**config.mk**
```make
export PLATFORM = sky130hd
export DESIGN_NAME = sbs_status_byte
export DESIGN_NICKNAME = d
export VERILOG_FILES = /design/src/logic/sbs_pkg.sv /design/src/logic/sbs_status_byte.sv
export SDC_FILE = /design/constraint.sdc
export NUM_CORES = 1
export LEC_CHECK = 0
export BUFFER_PORTS_ARGS = -buffer_cell sky130_fd_sc_hd__buf_2
export CORE_UTILIZATION = 40
export DETAILED_ROUTE_END_ITERATION = 12
export GPL_TIMING_DRIVEN = 0
export PLACE_DENSITY = 0.66
export SYNTH_ARGS = -nofsm -noshare
export SYNTH_HDL_FRONTEND = slang
export SYNTH_SLANG_ARGS = --single-unit
```
**constraint.sdc**
```tcl
create_clock -name clk -period 3.08 [get_ports clk]
set_input_delay 0.462 -clock clk [delete_from_list [all_inputs] [get_ports clk]]
set_output_delay 0.462 -clock clk [all_outputs]
set_load 0.01 [all_outputs]
```
**src/logic/sbs_pkg.sv**
```systemverilog
// package for the status byte and service request block
// assumes a single 250 MHz clock and command strobes from the parser
// Notes on behaviour
// - questionable summary bit always reads zero
// - two fifo queues: responses and errors
// - response written sets message available flag
// - read pops response; empty clears message flag
// - error queue holds ten; one per event
// - error entering queue sets error available flag
// - read pops error; empty clears error flag
// - summary bits follow their sources, no latch
// - event register read clears event summary bit
// - bit six: summary on query, request on poll
// - status query changes no status bits
// - serial poll clears request flag; may re-raise
// - poll leaves master summary; follows enabled bits
// - reset or clear status clears error and request bits; a new error or an enabled rise in the same cycle outlasts clear status
// - master summary is or of masked bits
// - mask written by command, read unchanged
// - mask clears on reset or zero write
// - enabled bit rising sets request and srq
package sbs_pkg;
  localparam int          DATA_W      = 8;
  localparam int          OQ_DEPTH    = 16;
  localparam int          EQ_DEPTH    = 10;
  localparam int          OQ_PTR_W    = 4;
  localparam int          EQ_PTR_W    = 4;
  localparam int          OQ_CNT_W    = 5;
  localparam int          EQ_CNT_W    = 4;
  localparam int          BIT_QSB     = 3;
  localparam int          BIT_MAV     = 4;
  localparam int          BIT_ESB     = 5;
  localparam int          BIT_RQS     = 6;
  localparam int          BIT_OSB     = 7;
  localparam int          BIT_EAV     = 2;
  localparam logic [7:0]  SUM_MASK    = 8'hbc;
  localparam logic [7:0]  MASK_RESET  = 8'h00;
  localparam logic [3:0]  EQ_LAST     = 4'h9;
  localparam logic [3:0]  OQ_LAST     = 4'hf;

  typedef struct packed {
    logic       valid;
    logic [7:0] data;
  } sbs_msg_s;
endpackage : sbs_pkg

```
**src/logic/sbs_status_byte.sv**
```systemverilog
// status byte, service request enable and the two message queues
// assumes command strobes are one-cycle pulses on clk from the parser
`timescale 1ns/1ns
`default_nettype none
module sbs_status_byte (
  input  wire logic          clk,
  input  wire logic          rst,
  input  wire sbs_pkg::sbs_msg_s resp_in,
  output logic               resp_ready,
  input  wire logic          resp_pop,
  output logic [7:0]         resp_data,
  output logic               resp_valid,
  input  wire sbs_pkg::sbs_msg_s err_in,
  input  wire logic          err_pop,
  output logic [7:0]         err_data,
  output logic               err_valid,
  output logic               err_dropped,
  input  wire logic          event_summary,
  input  wire logic          operation_summary,
  input  wire logic          clear_status,
  input  wire logic          mask_write,
  input  wire logic [7:0]    mask_wdata,
  output logic [7:0]         service_request_mask,
  input  wire logic          status_query,
  input  wire logic          serial_poll,
  output logic [7:0]         status_out,
  output logic               status_out_valid,
  output logic               srq
);
  // queue storage
  logic [7:0]                   oq_mem [sbs_pkg::OQ_DEPTH];
  logic [7:0]                   eq_mem [sbs_pkg::EQ_DEPTH];

  // per entry write enables
  logic [sbs_pkg::OQ_DEPTH-1:0] oq_we;
  logic [sbs_pkg::EQ_DEPTH-1:0] eq_we;

  // output queue pointers and level
  logic [sbs_pkg::OQ_PTR_W-1:0] oq_wr;
  logic [sbs_pkg::OQ_PTR_W-1:0] oq_rd;
  logic [sbs_pkg::OQ_CNT_W-1:0] oq_cnt;

  // output queue next values and flags
  logic [sbs_pkg::OQ_PTR_W-1:0] next_oq_wr;
  logic [sbs_pkg::OQ_PTR_W-1:0] next_oq_rd;
  logic [sbs_pkg::OQ_CNT_W-1:0] next_oq_cnt;
  logic                         oq_full;
  logic                         oq_empty;
  logic                         oq_push;
  logic                         oq_take;

  // error queue pointers and level
  logic [sbs_pkg::EQ_PTR_W-1:0] eq_wr;
  logic [sbs_pkg::EQ_PTR_W-1:0] eq_rd;
  logic [sbs_pkg::EQ_CNT_W-1:0] eq_cnt;

  // error queue next values
  logic [sbs_pkg::EQ_PTR_W-1:0] eq_waddr;
  logic [sbs_pkg::EQ_PTR_W-1:0] eq_wr_inc;
  logic [sbs_pkg::EQ_PTR_W-1:0] eq_rd_base;
  logic [sbs_pkg::EQ_PTR_W-1:0] eq_rd_inc;
  logic [sbs_pkg::EQ_CNT_W-1:0] eq_cnt_base;
  logic [sbs_pkg::EQ_PTR_W-1:0] next_eq_wr;
  logic [sbs_pkg::EQ_PTR_W-1:0] next_eq_rd;
  logic [sbs_pkg::EQ_CNT_W-1:0] next_eq_cnt;

  // error queue flags
  logic                         eq_full;
  logic                         eq_empty;
  logic                         eq_push;
  logic                         eq_take;
  logic                         next_err_dropped;

  // status byte sources
  logic                         message_available_flag;
  logic                         error_available_flag;
  logic                         questionable_summary_bit;
  logic                         event_summary_bit;
  logic [7:0]                   summary;

  // enable mask and request logic
  logic [7:0]                   enabled_now;
  logic [7:0]                   enabled_prev;
  logic [7:0]                   next_enabled_prev;
  logic [7:0]                   rise_bits;
  logic                         rise;
  logic                         master_summary_bit;
  logic                         request_for_service_flag;
  logic                         next_request_for_service_flag;
  logic [7:0]                   next_service_request_mask;

  // status readout
  logic [7:0]                   query_byte;
  logic [7:0]                   poll_byte;
  logic [7:0]                   next_status_out;
  logic                         next_status_out_valid;

  // output queue handshakes
  assign oq_full    = oq_cnt == sbs_pkg::OQ_CNT_W'(sbs_pkg::OQ_DEPTH);
  assign oq_empty   = oq_cnt == '0;

  assign resp_ready = !oq_full;
  assign resp_valid = !oq_empty;

  assign oq_push    = resp_in.valid && !oq_full;
  assign oq_take    = resp_pop && !oq_empty;

  assign resp_data  = oq_mem[oq_rd];

  // output queue pointer updates, natural wrap at sixteen
  assign next_oq_wr  = oq_push ? oq_wr + 1'b1 : oq_wr;
  assign next_oq_rd  = oq_take ? oq_rd + 1'b1 : oq_rd;

  assign next_oq_cnt = oq_cnt + sbs_pkg::OQ_CNT_W'(oq_push)
                       - sbs_pkg::OQ_CNT_W'(oq_take);

  // error queue handshakes; a new message beats clear status
  assign eq_full   = eq_cnt == sbs_pkg::EQ_CNT_W'(sbs_pkg::EQ_DEPTH);
  assign eq_empty  = eq_cnt == '0;

  assign err_valid = !eq_empty;

  assign eq_push   = err_in.valid
                     && (clear_status || !eq_full);
  assign eq_take   = err_pop && !eq_empty
                     && !clear_status;

  assign err_data  = eq_mem[eq_rd];

  // error queue pointer updates, wrap after ten entries
  assign eq_waddr    = clear_status ? '0 : eq_wr;

  assign eq_wr_inc   = (eq_waddr == sbs_pkg::EQ_LAST) ? '0
                       : eq_waddr + 1'b1;
  assign next_eq_wr  = eq_push ? eq_wr_inc : eq_waddr;

  assign eq_rd_base  = clear_status ? '0 : eq_rd;
  assign eq_rd_inc   = (eq_rd == sbs_pkg::EQ_LAST) ? '0
                       : eq_rd + 1'b1;
  assign next_eq_rd  = eq_take ? eq_rd_inc : eq_rd_base;

  assign eq_cnt_base = clear_status ? '0 : eq_cnt;
  assign next_eq_cnt = eq_cnt_base + sbs_pkg::EQ_CNT_W'(eq_push)
                       - sbs_pkg::EQ_CNT_W'(eq_take);

  assign next_err_dropped = err_in.valid && !eq_push;

  // summary bits follow their sources
  assign message_available_flag   = !oq_empty;
  assign error_available_flag     = !eq_empty;
  assign questionable_summary_bit = 1'b0;
  assign event_summary_bit        = event_summary;

  always_comb begin
    summary                   = 8'h00;
    summary[sbs_pkg::BIT_EAV] = error_available_flag;
    summary[sbs_pkg::BIT_QSB] = questionable_summary_bit;
    summary[sbs_pkg::BIT_MAV] = message_available_flag;
    summary[sbs_pkg::BIT_ESB] = event_summary_bit;
    summary[sbs_pkg::BIT_OSB] = operation_summary;
  end

  // per bit enable and rising edge of the enabled summary
  for (genvar b = 0; b < sbs_pkg::DATA_W; b++) begin : g_bit
    assign enabled_now[b] = summary[b] & service_request_mask[b]
                            & sbs_pkg::SUM_MASK[b];
    assign rise_bits[b]   = enabled_now[b] & ~enabled_prev[b];
  end

  assign master_summary_bit = |enabled_now;
  assign rise               = |rise_bits;
  assign srq                = request_for_service_flag;

  // next values of the control registers
  assign next_service_request_mask = mask_write ? mask_wdata
                                     : service_request_mask;

  assign next_request_for_service_flag =
    rise ? 1'b1
    : (serial_poll || clear_status) ? 1'b0
    : request_for_service_flag;

  assign next_enabled_prev = enabled_now;

  assign query_byte = summary | {1'b0, master_summary_bit, 6'h00};

  assign poll_byte  = summary
                      | {1'b0, request_for_service_flag, 6'h00};

  assign next_status_out = status_query ? query_byte
                           : serial_poll ? poll_byte
                           : status_out;

  assign next_status_out_valid = status_query || serial_poll;

  // per entry write enables of the queue memories
  for (genvar i = 0; i < sbs_pkg::OQ_DEPTH; i++) begin : g_oq_mem
    assign oq_we[i] = oq_push
                      && oq_wr == sbs_pkg::OQ_PTR_W'(i);
    always_ff @(posedge clk) begin
      if (oq_we[i]) begin
        oq_mem[i] <= resp_in.data;
      end
    end
  end

  for (genvar i = 0; i < sbs_pkg::EQ_DEPTH; i++) begin : g_eq_mem
    assign eq_we[i] = eq_push
                      && eq_waddr == sbs_pkg::EQ_PTR_W'(i);
    always_ff @(posedge clk) begin
      if (eq_we[i]) begin
        eq_mem[i] <= err_in.data;
      end
    end
  end

  // output queue registers

  // output queue write pointer
  always_ff @(posedge clk or posedge rst) begin
    if (rst) begin
      oq_wr <= '0;
    end
    else begin
      oq_wr <= next_oq_wr;
    end
  end

  // output queue read pointer
  always_ff @(posedge clk or posedge rst) begin
    if (rst) begin
      oq_rd <= '0;
    end
    else begin
      oq_rd <= next_oq_rd;
    end
  end

  // output queue level
  always_ff @(posedge clk or posedge rst) begin
    if (rst) begin
      oq_cnt <= '0;
    end
    else begin
      oq_cnt <= next_oq_cnt;
    end
  end

  // error queue registers

  // error queue write pointer
  always_ff @(posedge clk or posedge rst) begin
    if (rst) begin
      eq_wr <= '0;
    end
    else begin
      eq_wr <= next_eq_wr;
    end
  end

  // error queue read pointer
  always_ff @(posedge clk or posedge rst) begin
    if (rst) begin
      eq_rd <= '0;
    end
    else begin
      eq_rd <= next_eq_rd;
    end
  end

  // error queue level
  always_ff @(posedge clk or posedge rst) begin
    if (rst) begin
      eq_cnt <= '0;
    end
    else begin
      eq_cnt <= next_eq_cnt;
    end
  end

  // dropped message pulse
  always_ff @(posedge clk or posedge rst) begin
    if (rst) begin
      err_dropped <= 1'b0;
    end
    else begin
      err_dropped <= next_err_dropped;
    end
  end

  // service request registers

  // service request enable mask
  always_ff @(posedge clk or posedge rst) begin
    if (rst) begin
      service_request_mask <= sbs_pkg::MASK_RESET;
    end
    else begin
      service_request_mask <= next_service_request_mask;
    end
  end

  // enabled summary of the previous cycle
  always_ff @(posedge clk or posedge rst) begin
    if (rst) begin
      enabled_prev <= 8'h00;
    end
    else begin
      enabled_prev <= next_enabled_prev;
    end
  end

  // request for service flag
  always_ff @(posedge clk or posedge rst) begin
    if (rst) begin
      request_for_service_flag <= 1'b0;
    end
    else begin
      request_for_service_flag <= next_request_for_service_flag;
    end
  end

  // readout registers

  // status byte as last read
  always_ff @(posedge clk or posedge rst) begin
    if (rst) begin
      status_out <= 8'h00;
    end
    else begin
      status_out <= next_status_out;
    end
  end

  // readout strobe
  always_ff @(posedge clk or posedge rst) begin
    if (rst) begin
      status_out_valid <= 1'b0;
    end
    else begin
      status_out_valid <= next_status_out_valid;
    end
  end
endmodule : sbs_status_byte
`default_nettype wire

```
==> results.sh <==
export IMPL_core_area_um2=25200
export IMPL_yosys_cell_types_count=49
export IMPL_fin_skew_ps=8.15
export IMPL_synth_edff_count=208
export IMPL_grt_pass1_wl_mm=31.9
export IMPL_die_height_um=162
export IMPL_layout_nets=775
export IMPL_drv_slew=0
export IMPL_startpoint_type="flop"
export IMPL_status="complete, no violations"
export IMPL_antenna_cells=0
export IMPL_synth_area_per_cell_um2=16.8
export IMPL_max_vdd_ir_drop_mv=0.518
export IMPL_setup_violations=0
export IMPL_maxCapViolations=0
export IMPL_yosys_warnings=0
export IMPL_power_density_nw_per_um2=832
export IMPL_holdPathStages=2
export IMPL_drt_first_iter_violations=465
export IMPL_vias=5506
export IMPL_max_freq_mhz=340
export IMPL_path_class="flop to output port"
export IMPL_min_to="service_request_mask[6]"
export IMPL_wl_per_cell_um=19.0
export IMPL_seqCellArea_um2=7370
export IMPL_overflow=0
export IMPL_die_w_um=162
export IMPL_cts_tree="built"
export IMPL_timing_rr_start="oq_cnt[2]"
export IMPL_hold_ws_ps=173
export IMPL_worstPathArrival_ps=2480
export IMPL_pre_cts_ws_ps=224
export IMPL_synth_cells=611
export IMPL_cts_sinks=253
export IMPL_areaGrowthSynthToFinish_pct=17.7
export IMPL_rsz0062_at_grt="no"
export IMPL_critical_path_required_ps=2620
export IMPL_post_drt_via_cell_ratio=5.15
export IMPL_ant_nets=0
export IMPL_slew_headroom=0.168
export IMPL_num_rows=58
export IMPL_ys_ff_latch=253
export IMPL_hold_viol_final=0
export IMPL_grt_start_max_net_pins=25
export IMPL_htree_num_levels=1
export IMPL_reg2reg_slack_ps=230
export IMPL_portBuffers=69
export IMPL_grtUsageTotal=0.160
export IMPL_p_total_mw=10.1
export IMPL_dp_hpwl_mm=13.3
export IMPL_die_area_um2=26400
export IMPL_cts_max_path_buffers=3
export IMPL_critPathCaptureType="output port"
export IMPL_synthesis_area_um2=10300
export IMPL_antenna_found_initial=0
export IMPL_start_util=0.409
export IMPL_wirelength_mm=20.4
export IMPL_power_leakage_nw=4.35
export IMPL_final_period_minus_worst_setup_slack_ps=2940
export IMPL_min_delay_start="mask_wdata[6]"
export IMPL_place_congestion=0.737
export IMPL_hp_class="input port to flop"
export IMPL_worst_slack_ps=136
export IMPL_r2r_end="oq_cnt[4]"
export IMPL_ys_flop_type="edfxtp_1"
export IMPL_drive_above_1_share=0.263
export IMPL_cts_buffers_inserted=27
export IMPL_synth_sequential_area_ratio=0.716
export IMPL_async_reset_ff_frac=0.178
export IMPL_top_level_ports=74
export IMPL_clock_latency_ps=520
export IMPL_dr_pass1_iters=5
export IMPL_multiInputGateArea_um2=2720
export IMPL_fin_crit_sh=0.956
export IMPL_final_util=0.481
export IMPL_fillerInstances=2117
export IMPL_rr_worst_depth=13
export IMPL_grt_pass1_vias=5593
export IMPL_cts_root_buf="clkbuf_16"
export IMPL_clk_pin_slew_ps=60
export IMPL_tightest_slew_ps=1240
export IMPL_drc=0
export IMPL_worstPathMaxFanout=10
area by class of cell:
class / count / area share
Multi-Input combinational cell: 298 / 0.224
Buffer: 31 / 0.0137
Clock buffer: 29 / 0.0564
Tap cell: 330 / 0.0341
Timing Repair Buffer: 79 / 0.0359
Clock inverter: 19 / 0.0177
Inverter: 30 / 0.00929
Sequential cell: 253 / 0.608
power by group:
| group | internal, mW | total [mW] | switching (mW) |
|---|---|---|---|
| registers | 4.08 | 4.27 | 0.195 |
| clock network | 2.00 | 3.26 | 1.26 |
| logic | 1.13 | 2.54 | 1.41 |
what timing repair did:
action | 4_1_cts | 5_1_grt
gates resized for setup | 3 | 9
setup buffers | 0 | 0
hold endpoints to repair | 21 | 0
hold buffers | 1 | 0
cloned | 0 | 0
setup endpoints to repair | 8 | 8
worst max-delay path, cell delays in order, from the launching register on:
cell and delay [ps]:
dfrtp_1 350, buf_2 270, buf_4 290, mux4_2 570, a22oi_1 250, nand2_1 90, buf_2 150
synthesized netlist by cell type (7+ instances only):
cell type	instances	area share
dfrtp_1	45	0.11
a22oi_1	16	0.012
ha_1	17	0.021
mux2_2	8	0.0088
a21oi_1	17	0.0083
nor2_1	28	0.010
nor3_1	16	0.0078
xnor2_1	10	0.0085
o22ai_1	16	0.0097
buf_2	9	0.0044
nor4_1	7	0.0043
edfxtp_1	208	0.61
mux4_2	32	0.070
nand2_1	24	0.0088
and2_1	11	0.0067
clkbuf_1	15	0.0055
mux2i_1	43	0.042
inv_1	29	0.011
logic make-up (layout without fill, tap and decap cells):
| kind of cell | count (synthesis) | count (layout) | synth area share |
|---|---|---|---|
| muxes | 84 | 84 | 0.122 |
| and+or+nand+nor | 116 | 116 | 0.0581 |
| other | 1 | 3 | 0.000364 |
| buffers and inverters | 62 | 188 | 0.0256 |
| AOI/OAI and AO/OA | 62 | 62 | 0.0412 |
| adders and majority gates | 19 | 19 | 0.0246 |
| DFF | 253 | 253 | 0.716 |
| xor gates and xnor gates | 14 | 14 | 0.0119 |
worst max-delay path by stage:
stage               startpoint            to  slack [ps]  cells after the start
floorplan            oq_cnt[3]     oq_cnt[4]         370                     13
global placement     oq_cnt[2]  oq_mem[3][2]         -40                      7
detailed placement   oq_cnt[2]     oq_cnt[4]         220                     13
CTS                   oq_rd[0]  resp_data[6]         -50                      6
global route         oq_cnt[2]     oq_cnt[4]           6                     13
finish                oq_rd[0]  resp_data[1]         140                      6
registers in the layout, indices dropped and copies added, names as in the netlist:
signal	count
eq_cnt	4
oq_wr	4
enabled_prev	4
eq_mem	80
service_request_mask	8
eq_rd	4
status_out	5
oq_rd	4
err_dropped	1
oq_mem	128
srq	1
eq_wr	4
oq_cnt	5
status_out_valid	1
cells in the final DEF, fill, tap and decap left out, types with 13 or more instances in the layout:
master	Yosys	layout
edfxtp_1	208	208
buf_2	9	76
dfrtp_1	45	45
mux2i_1	43	43
mux4_2	32	32
nor2_1	28	28
inv_1	29	28
clkbuf_16	0	27
nand2_1	24	24
a21oi_1	17	17
ha_1	17	17
a22oi_1	16	16
o22ai_1	16	16
nor3_1	16	14
clkbuf_1	15	13
through the flow:
| stage | cell area (um2) | cells | TNS [ps] |
|---|---|---|---|
| after floorplan | 10300 | 613 | 0 |
| after global placement | 11100 | 1012 | -552 |
| after detailed placement | 11200 | 1020 | 0 |
| after CTS | 12100 | 1069 | -164 |
| after global routing | 12100 | 1069 | 0 |
| final | 12100 | 1069 | 0 |
layer usage:
layer / track usage / part of all wire
met5: 0 / 0
met3: 0.0234 / 0.048
met1: 0.223 / 0.45
met2: 0.261 / 0.48
met4: 0.0459 / 0.024
Note: power is estimated with default switching activity, not from simulation.
